## config.mk

```make
export PLATFORM = sky130hd
export DESIGN_NAME = dmaur_regs
export DESIGN_NICKNAME = d
export VERILOG_FILES = /design/src/core/dmaur_pkg.sv /design/src/core/dmaur_reg_if.sv /design/src/core/dmaur_chan_store.sv /design/src/core/dmaur_regs.sv
export SDC_FILE = /design/constraint.sdc
export NUM_CORES = 1
export LEC_CHECK = 0
export ABC_AREA = 1
export BUFFER_PORTS_ARGS = -buffer_cell sky130_fd_sc_hd__buf_4
export CORE_ASPECT_RATIO = 0.8
export CORE_MARGIN = 8
export CORE_UTILIZATION = 51
export CTS_CLUSTER_DIAMETER = 40
export CTS_CLUSTER_SIZE = 16
export DETAILED_ROUTE_END_ITERATION = 12
export PLACE_DENSITY = 0.78
export SYNTH_ARGS = -nofsm -noshare
export SYNTH_HDL_FRONTEND = slang
export SYNTH_SLANG_ARGS = --single-unit
```

## constraint.sdc

```tcl
create_clock -name sys_clk_i -period 2 [get_ports sys_clk_i]
set_clock_uncertainty 0.05 [all_clocks]
set_input_delay 0.3 -clock sys_clk_i [delete_from_list [all_inputs] [get_ports sys_clk_i]]
set_output_delay 0.3 -clock sys_clk_i [all_outputs]
set_load 0.02 [all_outputs]
```

## src/core/dmaur_pkg.sv

```systemverilog
// Constants for the upper-channel DMA register front end
// Operation
// - Processor reset clears every bit of the all-channels request mask.
// - Mask bit n masks request line n (0 to 3) when set; bits 7 to 4 read as zero.
// - Reading an address register returns the current address low byte at pointer 0, high at 1.
// - Writing an address register loads base and current address, low byte at 0, high at 1.
// - Reading a count register returns the current count low byte at pointer 0, high at 1.
// - Writing a count register loads base and current count, low byte at 0, high at 1.
// - Channel 4 address register sits at 0C0H and its count register at 0C2H.
// - Channel 5 address register sits at 0C4H and its count register at 0C6H.
// - Channel 6 address register sits at 0C8H and its count register at 0CAH.
// - Channel 7 address register sits at 0CCH and its count register at 0CEH.
// - Location 0D0H reads status and writes command, whatever the byte pointer.
// - A write to the clear-pointer location forces the pointer to 0, data ignored.
package dmaur_pkg;

  // ----------------------------------------
  // Sizes
  // ----------------------------------------
  localparam int NCH = 4;
  localparam int AW  = 16;

  // ----------------------------------------
  // I/O locations
  // ----------------------------------------
  localparam logic [7:0] CH4_ADDR_OFS = 8'hC0;
  localparam logic [7:0] CH4_CNT_OFS  = 8'hC2;
  localparam logic [7:0] CH5_ADDR_OFS = 8'hC4;
  localparam logic [7:0] CH5_CNT_OFS  = 8'hC6;
  localparam logic [7:0] CH6_ADDR_OFS = 8'hC8;
  localparam logic [7:0] CH6_CNT_OFS  = 8'hCA;
  localparam logic [7:0] CH7_ADDR_OFS = 8'hCC;
  localparam logic [7:0] CH7_CNT_OFS  = 8'hCE;
  localparam logic [7:0] STAT_CMD_OFS = 8'hD0;
  localparam logic [7:0] CLR_PTR_OFS  = 8'hD8;
  localparam logic [7:0] MASK_ALL_OFS = 8'hDE;

  // ----------------------------------------
  // Field layout and reset values
  // ----------------------------------------
  localparam int         MASK_W       = 4;
  localparam logic [3:0] MASK_RST     = 4'h0;
  localparam logic [7:0] CMD_RST      = 8'h00;
  localparam logic [7:0] UNMAPPED_RD  = 8'h00;
  localparam logic [AW-1:0] REG_RST   = 16'h0000;

  // ----------------------------------------
  // Byte pointer
  // ----------------------------------------
  localparam logic PTR_LOW  = 1'b0;
  localparam logic PTR_HIGH = 1'b1;

endpackage

```

## src/core/dmaur_reg_if.sv

```systemverilog
// Carrier between the decoder and the channel register store
`timescale 1ns/10ps
interface dmaur_reg_if #(
  parameter int NCH = 4,
  parameter int AW  = 16
);
  logic                    host_we;
  logic                    sel_cnt;
  logic [1:0]              chan;
  logic                    hi;
  logic [7:0]              wdata;
  logic                    eng_we;
  logic [1:0]              eng_chan;
  logic [AW-1:0]           eng_addr;
  logic [AW-1:0]           eng_cnt;
  logic [NCH-1:0][AW-1:0]  cur_addr;
  logic [NCH-1:0][AW-1:0]  cur_cnt;
  logic [NCH-1:0][AW-1:0]  base_addr;
  logic [NCH-1:0][AW-1:0]  base_cnt;

  modport ctrl (
    output host_we, sel_cnt, chan, hi, wdata,
    output eng_we, eng_chan, eng_addr, eng_cnt,
    input  cur_addr, cur_cnt, base_addr, base_cnt
  );
  modport store (
    input  host_we, sel_cnt, chan, hi, wdata,
    input  eng_we, eng_chan, eng_addr, eng_cnt,
    output cur_addr, cur_cnt, base_addr, base_cnt
  );
endinterface

```

## src/core/dmaur_chan_store.sv

```systemverilog
// Base and current address and count registers of the four channels
`timescale 1ns/10ps
module dmaur_chan_store #(
  parameter int NCH = dmaur_pkg::NCH,
  parameter int AW  = dmaur_pkg::AW
) (
  // Clock and reset
  input  wire logic sys_clk_i,
  input  wire logic nrst_i,
  // Decoder side
  dmaur_reg_if.store rif
);

  typedef struct packed {
    logic [NCH-1:0][AW-1:0] base_addr;
    logic [NCH-1:0][AW-1:0] cur_addr;
    logic [NCH-1:0][AW-1:0] base_cnt;
    logic [NCH-1:0][AW-1:0] cur_cnt;
  } dmaur_store_t;

  dmaur_store_t st_r;
  dmaur_store_t st_nxt;

  // Engine updates first, host byte writes take precedence
  always_comb
  begin
    st_nxt = st_r;
    for (int c = 0; c < NCH; c++)
    begin
      if (rif.eng_we && rif.eng_chan == c[1:0])
      begin
        st_nxt.cur_addr[c] = rif.eng_addr;
        st_nxt.cur_cnt[c]  = rif.eng_cnt;
      end
      if (rif.host_we && rif.chan == c[1:0])
      begin
        if (!rif.sel_cnt)
        begin
          if (rif.hi)
          begin
            st_nxt.base_addr[c][15:8] = rif.wdata;
            st_nxt.cur_addr[c][15:8]  = rif.wdata;
          end
          else
          begin
            st_nxt.base_addr[c][7:0] = rif.wdata;
            st_nxt.cur_addr[c][7:0]  = rif.wdata;
          end
        end
        else if (rif.hi)
        begin
          st_nxt.base_cnt[c][15:8] = rif.wdata;
          st_nxt.cur_cnt[c][15:8]  = rif.wdata;
        end
        else
        begin
          st_nxt.base_cnt[c][7:0] = rif.wdata;
          st_nxt.cur_cnt[c][7:0]  = rif.wdata;
        end
      end
    end
  end

  // State register
  always_ff @(posedge sys_clk_i)
  begin
    if (!nrst_i)
    begin
      st_r <= '0;
    end
    else
    begin
      st_r <= st_nxt;
    end
  end

  // Register views
  assign rif.cur_addr  = st_r.cur_addr;
  assign rif.cur_cnt   = st_r.cur_cnt;
  assign rif.base_addr = st_r.base_addr;
  assign rif.base_cnt  = st_r.base_cnt;

endmodule

```

## src/core/dmaur_regs.sv

```systemverilog
// Upper-channel DMA register front end: decode, byte pointer, mask, command
`timescale 1ns/10ps
module dmaur_regs #(
  parameter int NCH = dmaur_pkg::NCH,
  parameter int AW  = dmaur_pkg::AW
) (
  // Clock and reset
  input  wire logic                   sys_clk_i,
  input  wire logic                   nrst_i,
  // Host byte-wide I/O port
  input  wire logic [7:0]             io_addr_i,
  input  wire logic [7:0]             io_wdata_i,
  input  wire logic                   io_rd_i,
  input  wire logic                   io_wr_i,
  output logic      [7:0]             io_rdata_o,
  output logic                        io_rvalid_o,
  // Status source and its read strobe
  input  wire logic [7:0]             status_i,
  output logic                        status_rd_o,
  // Transfer engine updates
  input  wire logic                   eng_we_i,
  input  wire logic [1:0]             eng_chan_i,
  input  wire logic [AW-1:0]          eng_addr_i,
  input  wire logic [AW-1:0]          eng_cnt_i,
  // Register contents toward the engine
  output logic      [NCH-1:0][AW-1:0] cur_addr_o,
  output logic      [NCH-1:0][AW-1:0] cur_cnt_o,
  output logic      [NCH-1:0][AW-1:0] base_addr_o,
  output logic      [NCH-1:0][AW-1:0] base_cnt_o,
  output logic      [7:0]             command_o,
  output logic      [3:0]             req_mask_o,
  output logic                        byte_ptr_o
);

  // ----------------------------------------
  // Elaboration check
  // ----------------------------------------
  if (NCH != 4 || AW != 16)
  begin : g_bad_size
    $error("dmaur_regs serves exactly four 16-bit channels");
  end
  if (dmaur_pkg::MASK_W != 4)
  begin : g_bad_mask
    $error("dmaur_regs keeps a four-bit request mask");
  end

  // ----------------------------------------
  // State
  // ----------------------------------------
  typedef struct packed {
    logic       ptr;
    logic [3:0] mask;
    logic [7:0] cmd;
    logic [7:0] rdata;
    logic       rvalid;
  } dmaur_state_t;

  dmaur_state_t st_r;
  dmaur_state_t st_nxt;

  // Decode results
  logic       hit_chan;
  logic       hit_stat;
  logic       hit_clr;
  logic       hit_mask;
  logic [1:0] dec_chan;
  logic       dec_cnt;
  logic       ptr_nxt;

  // Read path
  logic [AW-1:0] rd_word;
  logic [7:0]    rd_byte;

  dmaur_reg_if #(.NCH(NCH), .AW(AW)) rif ();

  // ----------------------------------------
  // Address decode
  // ----------------------------------------
  // Each even channel location names one channel and one register kind
  always_comb
  begin
    hit_chan = 1'b0;
    hit_stat = 1'b0;
    hit_clr  = 1'b0;
    hit_mask = 1'b0;
    dec_chan = 2'h0;
    dec_cnt  = 1'b0;
    if (io_addr_i == dmaur_pkg::CH4_ADDR_OFS)
    begin
      hit_chan = 1'b1;
      dec_chan = 2'h0;
      dec_cnt  = 1'b0;
    end
    else if (io_addr_i == dmaur_pkg::CH4_CNT_OFS)
    begin
      hit_chan = 1'b1;
      dec_chan = 2'h0;
      dec_cnt  = 1'b1;
    end
    else if (io_addr_i == dmaur_pkg::CH5_ADDR_OFS)
    begin
      hit_chan = 1'b1;
      dec_chan = 2'h1;
      dec_cnt  = 1'b0;
    end
    else if (io_addr_i == dmaur_pkg::CH5_CNT_OFS)
    begin
      hit_chan = 1'b1;
      dec_chan = 2'h1;
      dec_cnt  = 1'b1;
    end
    else if (io_addr_i == dmaur_pkg::CH6_ADDR_OFS)
    begin
      hit_chan = 1'b1;
      dec_chan = 2'h2;
      dec_cnt  = 1'b0;
    end
    else if (io_addr_i == dmaur_pkg::CH6_CNT_OFS)
    begin
      hit_chan = 1'b1;
      dec_chan = 2'h2;
      dec_cnt  = 1'b1;
    end
    else if (io_addr_i == dmaur_pkg::CH7_ADDR_OFS)
    begin
      hit_chan = 1'b1;
      dec_chan = 2'h3;
      dec_cnt  = 1'b0;
    end
    else if (io_addr_i == dmaur_pkg::CH7_CNT_OFS)
    begin
      hit_chan = 1'b1;
      dec_chan = 2'h3;
      dec_cnt  = 1'b1;
    end
    else if (io_addr_i == dmaur_pkg::STAT_CMD_OFS)
    begin
      hit_stat = 1'b1;
    end
    else if (io_addr_i == dmaur_pkg::CLR_PTR_OFS)
    begin
      hit_clr = 1'b1;
    end
    else if (io_addr_i == dmaur_pkg::MASK_ALL_OFS)
    begin
      hit_mask = 1'b1;
    end
  end

  // ----------------------------------------
  // Register store link
  // ----------------------------------------
  // Host writes go to the store with the pointer picking the byte
  assign rif.host_we  = io_wr_i && hit_chan;
  assign rif.sel_cnt  = dec_cnt;
  assign rif.chan     = dec_chan;
  assign rif.hi       = st_r.ptr;
  assign rif.wdata    = io_wdata_i;
  assign rif.eng_we   = eng_we_i;
  assign rif.eng_chan = eng_chan_i;
  assign rif.eng_addr = eng_addr_i;
  assign rif.eng_cnt  = eng_cnt_i;

  dmaur_chan_store #(
    .NCH (NCH),
    .AW  (AW)
  ) u_store (
    .sys_clk_i (sys_clk_i),
    .nrst_i    (nrst_i),
    .rif       (rif.store)
  );

  // ----------------------------------------
  // Byte pointer
  // ----------------------------------------
  // Channel reads and writes each flip it; a read and a write at once cancel out
  always_comb
  begin
    ptr_nxt = st_r.ptr;
    if (hit_chan && io_rd_i)
    begin
      ptr_nxt = ~ptr_nxt;
    end
    if (hit_chan && io_wr_i)
    begin
      ptr_nxt = ~ptr_nxt;
    end
    if (hit_clr && io_wr_i)
    begin
      ptr_nxt = dmaur_pkg::PTR_LOW;
    end
  end

  // ----------------------------------------
  // Read byte select
  // ----------------------------------------
  // The pointer picks a byte of the current value, never of the base
  always_comb
  begin
    rd_word = rif.cur_addr[dec_chan];
    if (dec_cnt)
    begin
      rd_word = rif.cur_cnt[dec_chan];
    end
    if (st_r.ptr == dmaur_pkg::PTR_HIGH)
    begin
      rd_byte = rd_word[15:8];
    end
    else
    begin
      rd_byte = rd_word[7:0];
    end
  end

  // ----------------------------------------
  // Next state
  // ----------------------------------------
  // Read data, command and mask follow the strobes
  always_comb
  begin
    st_nxt        = st_r;
    st_nxt.rvalid = io_rd_i;
    st_nxt.ptr    = ptr_nxt;
    // Reads
    if (io_rd_i)
    begin
      if (hit_chan)
      begin
        st_nxt.rdata = rd_byte;
      end
      else if (hit_stat)
      begin
        st_nxt.rdata = status_i;
      end
      else if (hit_mask)
      begin
        st_nxt.rdata = {4'h0, st_r.mask};
      end
      else
      begin
        st_nxt.rdata = dmaur_pkg::UNMAPPED_RD;
      end
    end
    // Writes
    if (io_wr_i)
    begin
      if (hit_stat)
      begin
        st_nxt.cmd = io_wdata_i;
      end
      else if (hit_mask)
      begin
        st_nxt.mask = io_wdata_i[3:0];
      end
    end
  end

  // ----------------------------------------
  // State register
  // ----------------------------------------
  always_ff @(posedge sys_clk_i)
  begin
    if (!nrst_i)
    begin
      st_r.ptr    <= dmaur_pkg::PTR_LOW;
      st_r.mask   <= dmaur_pkg::MASK_RST;
      st_r.cmd    <= dmaur_pkg::CMD_RST;
      st_r.rdata  <= dmaur_pkg::UNMAPPED_RD;
      st_r.rvalid <= 1'b0;
    end
    else
    begin
      st_r <= st_nxt;
    end
  end

  // ----------------------------------------
  // Outputs
  // ----------------------------------------
  // Host port
  assign io_rdata_o  = st_r.rdata;
  assign io_rvalid_o = st_r.rvalid;
  assign status_rd_o = io_rd_i && hit_stat; // Lets status clear its sticky bits

  // Control state
  assign command_o   = st_r.cmd;
  assign req_mask_o  = st_r.mask;
  assign byte_ptr_o  = st_r.ptr;

  // Channel registers straight from the store
  assign cur_addr_o  = rif.cur_addr;
  assign cur_cnt_o   = rif.cur_cnt;
  assign base_addr_o = rif.base_addr;
  assign base_cnt_o  = rif.base_cnt;

endmodule

```

==> metrics.md, run 1 <==
| Metric | Value |
|---|---|
| Outcome | completed |
| Routed WL | 50200 µm |
| Distinct cells, synth | 26 |
| Cts hold-fix bufs | 3 |
| Crit Path Class | in -> out |
| Synthesized area | 0.0123 mm² |
| GP Congestion | 0.923 |
| Final setup vio count | 0 |
| Antenna Nets Post-Route | 0 |
| Top cell type's share of synthesized area | 45.2% |
| Number of synthesis warnings | 0 |
| Bufs on Longest Clock Path | 3 |
| DRC errors left | 0 |
| FMAX | 535 MHz |
| Final Util | 69.8% |
| Worst-path clk slew | 70 ps |
| CP Capture Type | output port |
| Register area share after synthesis | 45.2% |
| Post-cts resize count | 0 |
| Drt initial violations | 1698 |
| Layout area overhead | 36.3% |
| Pre-CTS setup slack | -109 ps |
| Area of the core | 0.0241 mm² |
| Worst hold margin | 68.1 ps |
| First-pass GRT wire length | 75900 µm |
| CP arrival | 1520 ps |
| Mean post-synth cell area | 6.82 µm² |
| # diodes | 0 |
| Area contributors post-synth | dfxtp_1 (45%), nand2_1 (23%), a21oi_1 (12%), o21ai_0 (5.7%), nand3_1 (2.8%) |
| Min-Delay Path Class | in -> reg |
| Period utilization | 93.4% |
| Leak | 7.24 nW |
| Clock buffer count from CTS | 31 |
| Final HPWL DP | 36400 µm |
| Fin cells | 2497 |
| Row count | 51 |
| Share of layout cells above drive strength 1 | 24.9% |
| Post-Place Cells | 2437 |
| Pre-antenna DRT Iters | 5 |
| Sum Neg Setup Slack | 0 ps |
| Yosys reg bits | 278 |
| Starting Density | 51.2% |
| Worst Path Required | 1650 ps |
| Post-Syn Nets | 1869 |
| Via count | 13939 |
| Clk_lat worst skew | 570 ps |
| Overall Global Routing Usage | 32.4% |
| Vias per inst | 5.58 |
| Worst-margin pin slew | 485 ps |
| Critical Path Fanout Max | 2 |
| Fin. Hold Viols | 0 |
| Total gr overflow | 0 |
| Nets | 2218 |
| WL/cell | 20.1 µm |
| Slew HR | 67.7% |
| Pwr/cell area | 778 mW/mm² |
| Top cell type by total area after synthesis | dfxtp_1 |
| Startpoint types | input pin |
| Final WS setup | 132 ps |
| Slew Limit Fails | 0 |
| Port bufs | 341 |
| Post-CTS Setup Inserts | 0 |
| Max-cap violations | 0 |
| Die ar. | 0.0294 mm² |
| I/O pin cnt | 342 |
| Initial antenna violation count | 1 |
| Final min period | 1870 ps |
| Die Ht | 155 µm |
| RSZ-0062 raised after global routing | false |
| Maximum resistive drop on vdd | 0.718 mV |
| CTS tree | built |
| Post-Synthesis Cells | 1806 |
| CTS Sinks | 278 |
| Pin count of the biggest net entering global routing | 65 |
| Clk root buf | clkbuf_16 |
| H-tree Lvls | 1 |
| Width of the chip | 190 µm |
| Vias in the first global route | 13119 |
-- placed cells by master, fill, tap and decap left out, types with 2 or more instances in the layout --
cell type      count
nand2_1          757
buf_4            402
a21oi_1          289
dfxtp_1          278
o21ai_0          141
nand3_1           67
inv_1             61
clkbuf_16         31
inv_2             27
nor2_1            24
nor2_4            21
buf_12            19
nand2_2            6
bufinv_16          6
clkinv_4           5
clkinvlp_4         5
inv_6              4
o21ai_1            4
a22o_1             4
o21bai_1           4
nor2_8             3
inv_4              3
inv_8              3
dlygate4sd3_1      3
nand3_2            2
clkinv_2           2
-- routing by layer --
metal  track usage (%)  vias to the layer above  share of wire, %
met1              44.2                     6408                40
li1                  -                     6540                 -
met2              48.5                      878                43
met5                 0                        -                 0
met3              9.33                      113                14
met4              11.0                        0               3.2
-- logic make-up after synthesis --
group / after synthesis / share of synthesized area [%]
DFF: 278 / 45.2
AOI/OAI and AO/OA: 443 / 18.2
buffers and inverters: 201 / 7.04
xor gates and xnor gates: 1 / 0.0711
and+or+nand+nor: 883 / 29.5
-- registers in the layout, indices dropped and copies added (netlist names) --
register / flops
io_rvalid_o: 1
u_store.rif.cur_cnt: 64
u_store.rif.base_addr: 64
io_rdata_o: 8
byte_ptr_o: 1
command_o: 8
u_store.rif.base_cnt: 64
req_mask_o: 4
u_store.rif.cur_addr: 64
-- worst paths after layout --
kind | slack [ps] | to | from | depth (start not counted)
setup reg to reg | 260 | u_store.rif.cur_addr[14] | byte_ptr_o | 7
setup / recovery | 130 | status_rd_o | io_addr_i[4] | 8
hold / removal | 70 | io_rdata_o[5] | status_i[5] | 4
hold reg to reg | 410 | command_o[4] | command_o[4] | 2
-- power breakdown --
group          internal, mW  leakage (nW)  switching [mW]
clock network          3.69         0.536            2.54
registers              5.63          2.25          0.0982
logic                 0.387          4.46           0.734
total                  9.70          7.24            3.37
-- stage by stage --
| step | power [mW] | area [µm²] |
|---|---|---|
| finish | 13.1 | 16800 |
| global route | 13.4 | 16800 |
| CTS | 13.1 | 16800 |
| global placement | 6.91 | 15600 |
| floorplan | 6.39 | 12300 |
| detailed placement | 6.93 | 15600 |
-- Yosys cell counts, drive strengths merged --
| cell type | count |
|---|---|
| nand2 | 764 |
| a21oi | 289 |
| dfxtp | 278 |
| o21ai | 145 |
| inv | 92 |
| clkbuf | 74 |
| nand3 | 69 |
| nor2 | 48 |
| buf | 34 |
| a22o | 4 |
| o21bai | 4 |
| a31oi | 1 |
| clkinv | 1 |
| nand4 | 1 |
| nor3 | 1 |
| xor2 | 1 |
-- critical path: stages --
cell     delay, ps
buf_4           90
inv_2           30
buf_4          110
nor3_1         330
nand3_1        190
buf_4          170
nor2_1         130
buf_4          170
-- final cells by class --
class | count | area, µm²
fillers | 2061 | 7270
flip-flops and latches | 278 | 5570
repair buffers | 424 | 3430
clock buffers | 32 | 779
well taps | 318 | 398
multi-input cells | 1327 | 5910
inverters | 93 | 362
clock inverters | 25 | 348
No activity file was read; power rests on OpenSTA's default activity.
==> run 2: changes to the inputs <==
ABC_CLOCK_PERIOD_IN_PS = 2000   (was default)
PLACE_DENSITY = 0.8   (was 0.78)
==> metrics.md, run 2 (synthesis results as in run 1) <==
| Metric | Value |
|---|---|
| Leak | 7.28 nW |
| Design Area, Final | 0.0168 mm² |
| Worst Setup SP | io_addr_i[5] |
| Pre-antenna DRT Iters | 6 |
| Total gr overflow | 0 |
| Max-cap violations | 0 |
| Post-CTS Setup Inserts | 0 |
| Startpoint types | input pin |
| Pin count of the biggest net entering global routing | 71 |
| Starting Density | 51.2% |
| CTS tree | built |
| Hold Crit Start | nrst_i |
| CTS Sinks | 278 |
| Worst Path Required | 2380 ps |
| Post-cts resize count | 0 |
| Share of layout cells above drive strength 1 | 24.8% |
| Width of the chip | 190 µm |
| Worst hold margin | 59.8 ps |
| CP max stage delay | 310 ps |
| Reg2reg path depth | 7 |
| First-pass GRT wire length | 77700 µm |
| H-tree Lvls | 2 |
| Worst-path cell chain | buf_4 -> inv_1 -> nand2_1 -> nor2_4 -> nand2_1 -> nand2_1 -> nand2_2 -> nor2_4 -> buf_4 -> nand2_1 -> a21oi_1 |
| RSZ-0062 raised after global routing | false |
| Reg2reg start | byte_ptr_o |
| Area occupied by multi-input gates | 0.00591 mm² |
| Routed WL | 51200 µm |
| Worst-path clk slew | 60 ps |
| Clk root buf | clkbuf_16 |
| Final HPWL DP | 36900 µm |
| Cts hold-fix bufs | 2 |
| Clk_lat worst skew | 530 ps |
| Bufs on Longest Clock Path | 3 |
| Slew Limit Fails | 0 |
| # fillers | 1971 |
| Nets | 2220 |
| Worst path slowest cell | nor2_4 |
| Layout area overhead | 36.6% |
| GP Congestion | 0.930 |
| CP arrival | 2150 ps |
| Commonest cells after routing, fill and taps aside | nand2_1 (757), buf_4 (403), a21oi_1 (289) |
| Slew HR | 58.9% |
| Die ar. | 0.0294 mm² |
| Clock buffer count from CTS | 34 |
| Depth of the worst hold-timing path | 3 |
| # diodes | 0 |
| Placed Area | 0.0156 mm² |
| Final Util | 70.0% |
| CP Capture Type | flip-flop |
| Port bufs | 341 |
| Via count | 14142 |
| Power Total | 13.4 mW |
| Row count | 51 |
| Crit Path Class | in -> reg |
| Drt initial violations | 1671 |
| Final setup vio count | 0 |
| Period utilization | 88.3% |
| Most common cell after layout, fill and taps aside | nand2_1 |
| Critical Path Fanout Max | 6 |
| FMAX | 566 MHz |
| Vias per inst | 5.66 |
| Area of the core | 0.0241 mm² |
| Fin. Hold Viols | 0 |
| Overall Global Routing Usage | 33.3% |
| FF/Latch Area | 0.00557 mm² |
| Worst-margin pin slew | 615 ps |
| Outcome | completed |
| WL/cell | 20.5 µm |
| Sum Neg Setup Slack | 0 ps |
| Die Ht | 155 µm |
| Final min period | 1770 ps |
| Antenna Nets Post-Route | 0 |
| Min-Delay Path Class | in -> reg |
| Vias in the first global route | 13457 |
| Maximum resistive drop on vdd | 0.546 mV |
| I/O pin cnt | 342 |
| DRC errors left | 0 |
| Initial antenna violation count | 2 |
| Pwr/cell area | 794 mW/mm² |
| Most used cell, CP | nand2_1 |
[run 2: worst max-delay path: cells and delay by family]
family | cells | cell delay [ps]
buf+inv | 3 | 330
simple gates | 7 | 1310
compound gates | 1 | 170
[run 2: report_power, final]
part	internal, mW	switching [mW]	total, mW
registers	5.63	0.106	5.73
clock network	3.96	2.56	6.52
logic	0.385	0.730	1.12
total	9.98	3.40	13.4
[run 2: final timing paths]
path | to | slack [ps]
hold reg to reg | u_store.rif.base_cnt[40] | 410
setup / recovery | u_store.rif.base_cnt[34] | 230
hold / removal | req_mask_o[0] | 60
setup reg to reg | u_store.rif.base_cnt[15] | 230
[run 2: through the flow]
stage / instances / setup slack [ps]
global route: 2500 / 137
floorplan: 1806 / 159
CTS: 2500 / 252
finish: 2500 / 234
detailed placement: 2437 / -213
global placement: 2437 / -165
[run 2: layer usage]
metal	share of wire, %	vias to the layer above	GRT usage (%)
li1	-	6544	-
met3	14	145	9.35
met4	3.6	2	12.9
met1	39	6469	43.8
met5	0.043	-	0
met2	44	982	51.0
[run 2: cell type report]
type,instances,share of cell area [%]
well taps,318,2.36
repair buffers,423,20.2
clock buffers,46,5.94
clock inverters,15,1.17
flip-flops and latches,278,33.1
multi-input cells,1327,35.1
inverters,93,2.15
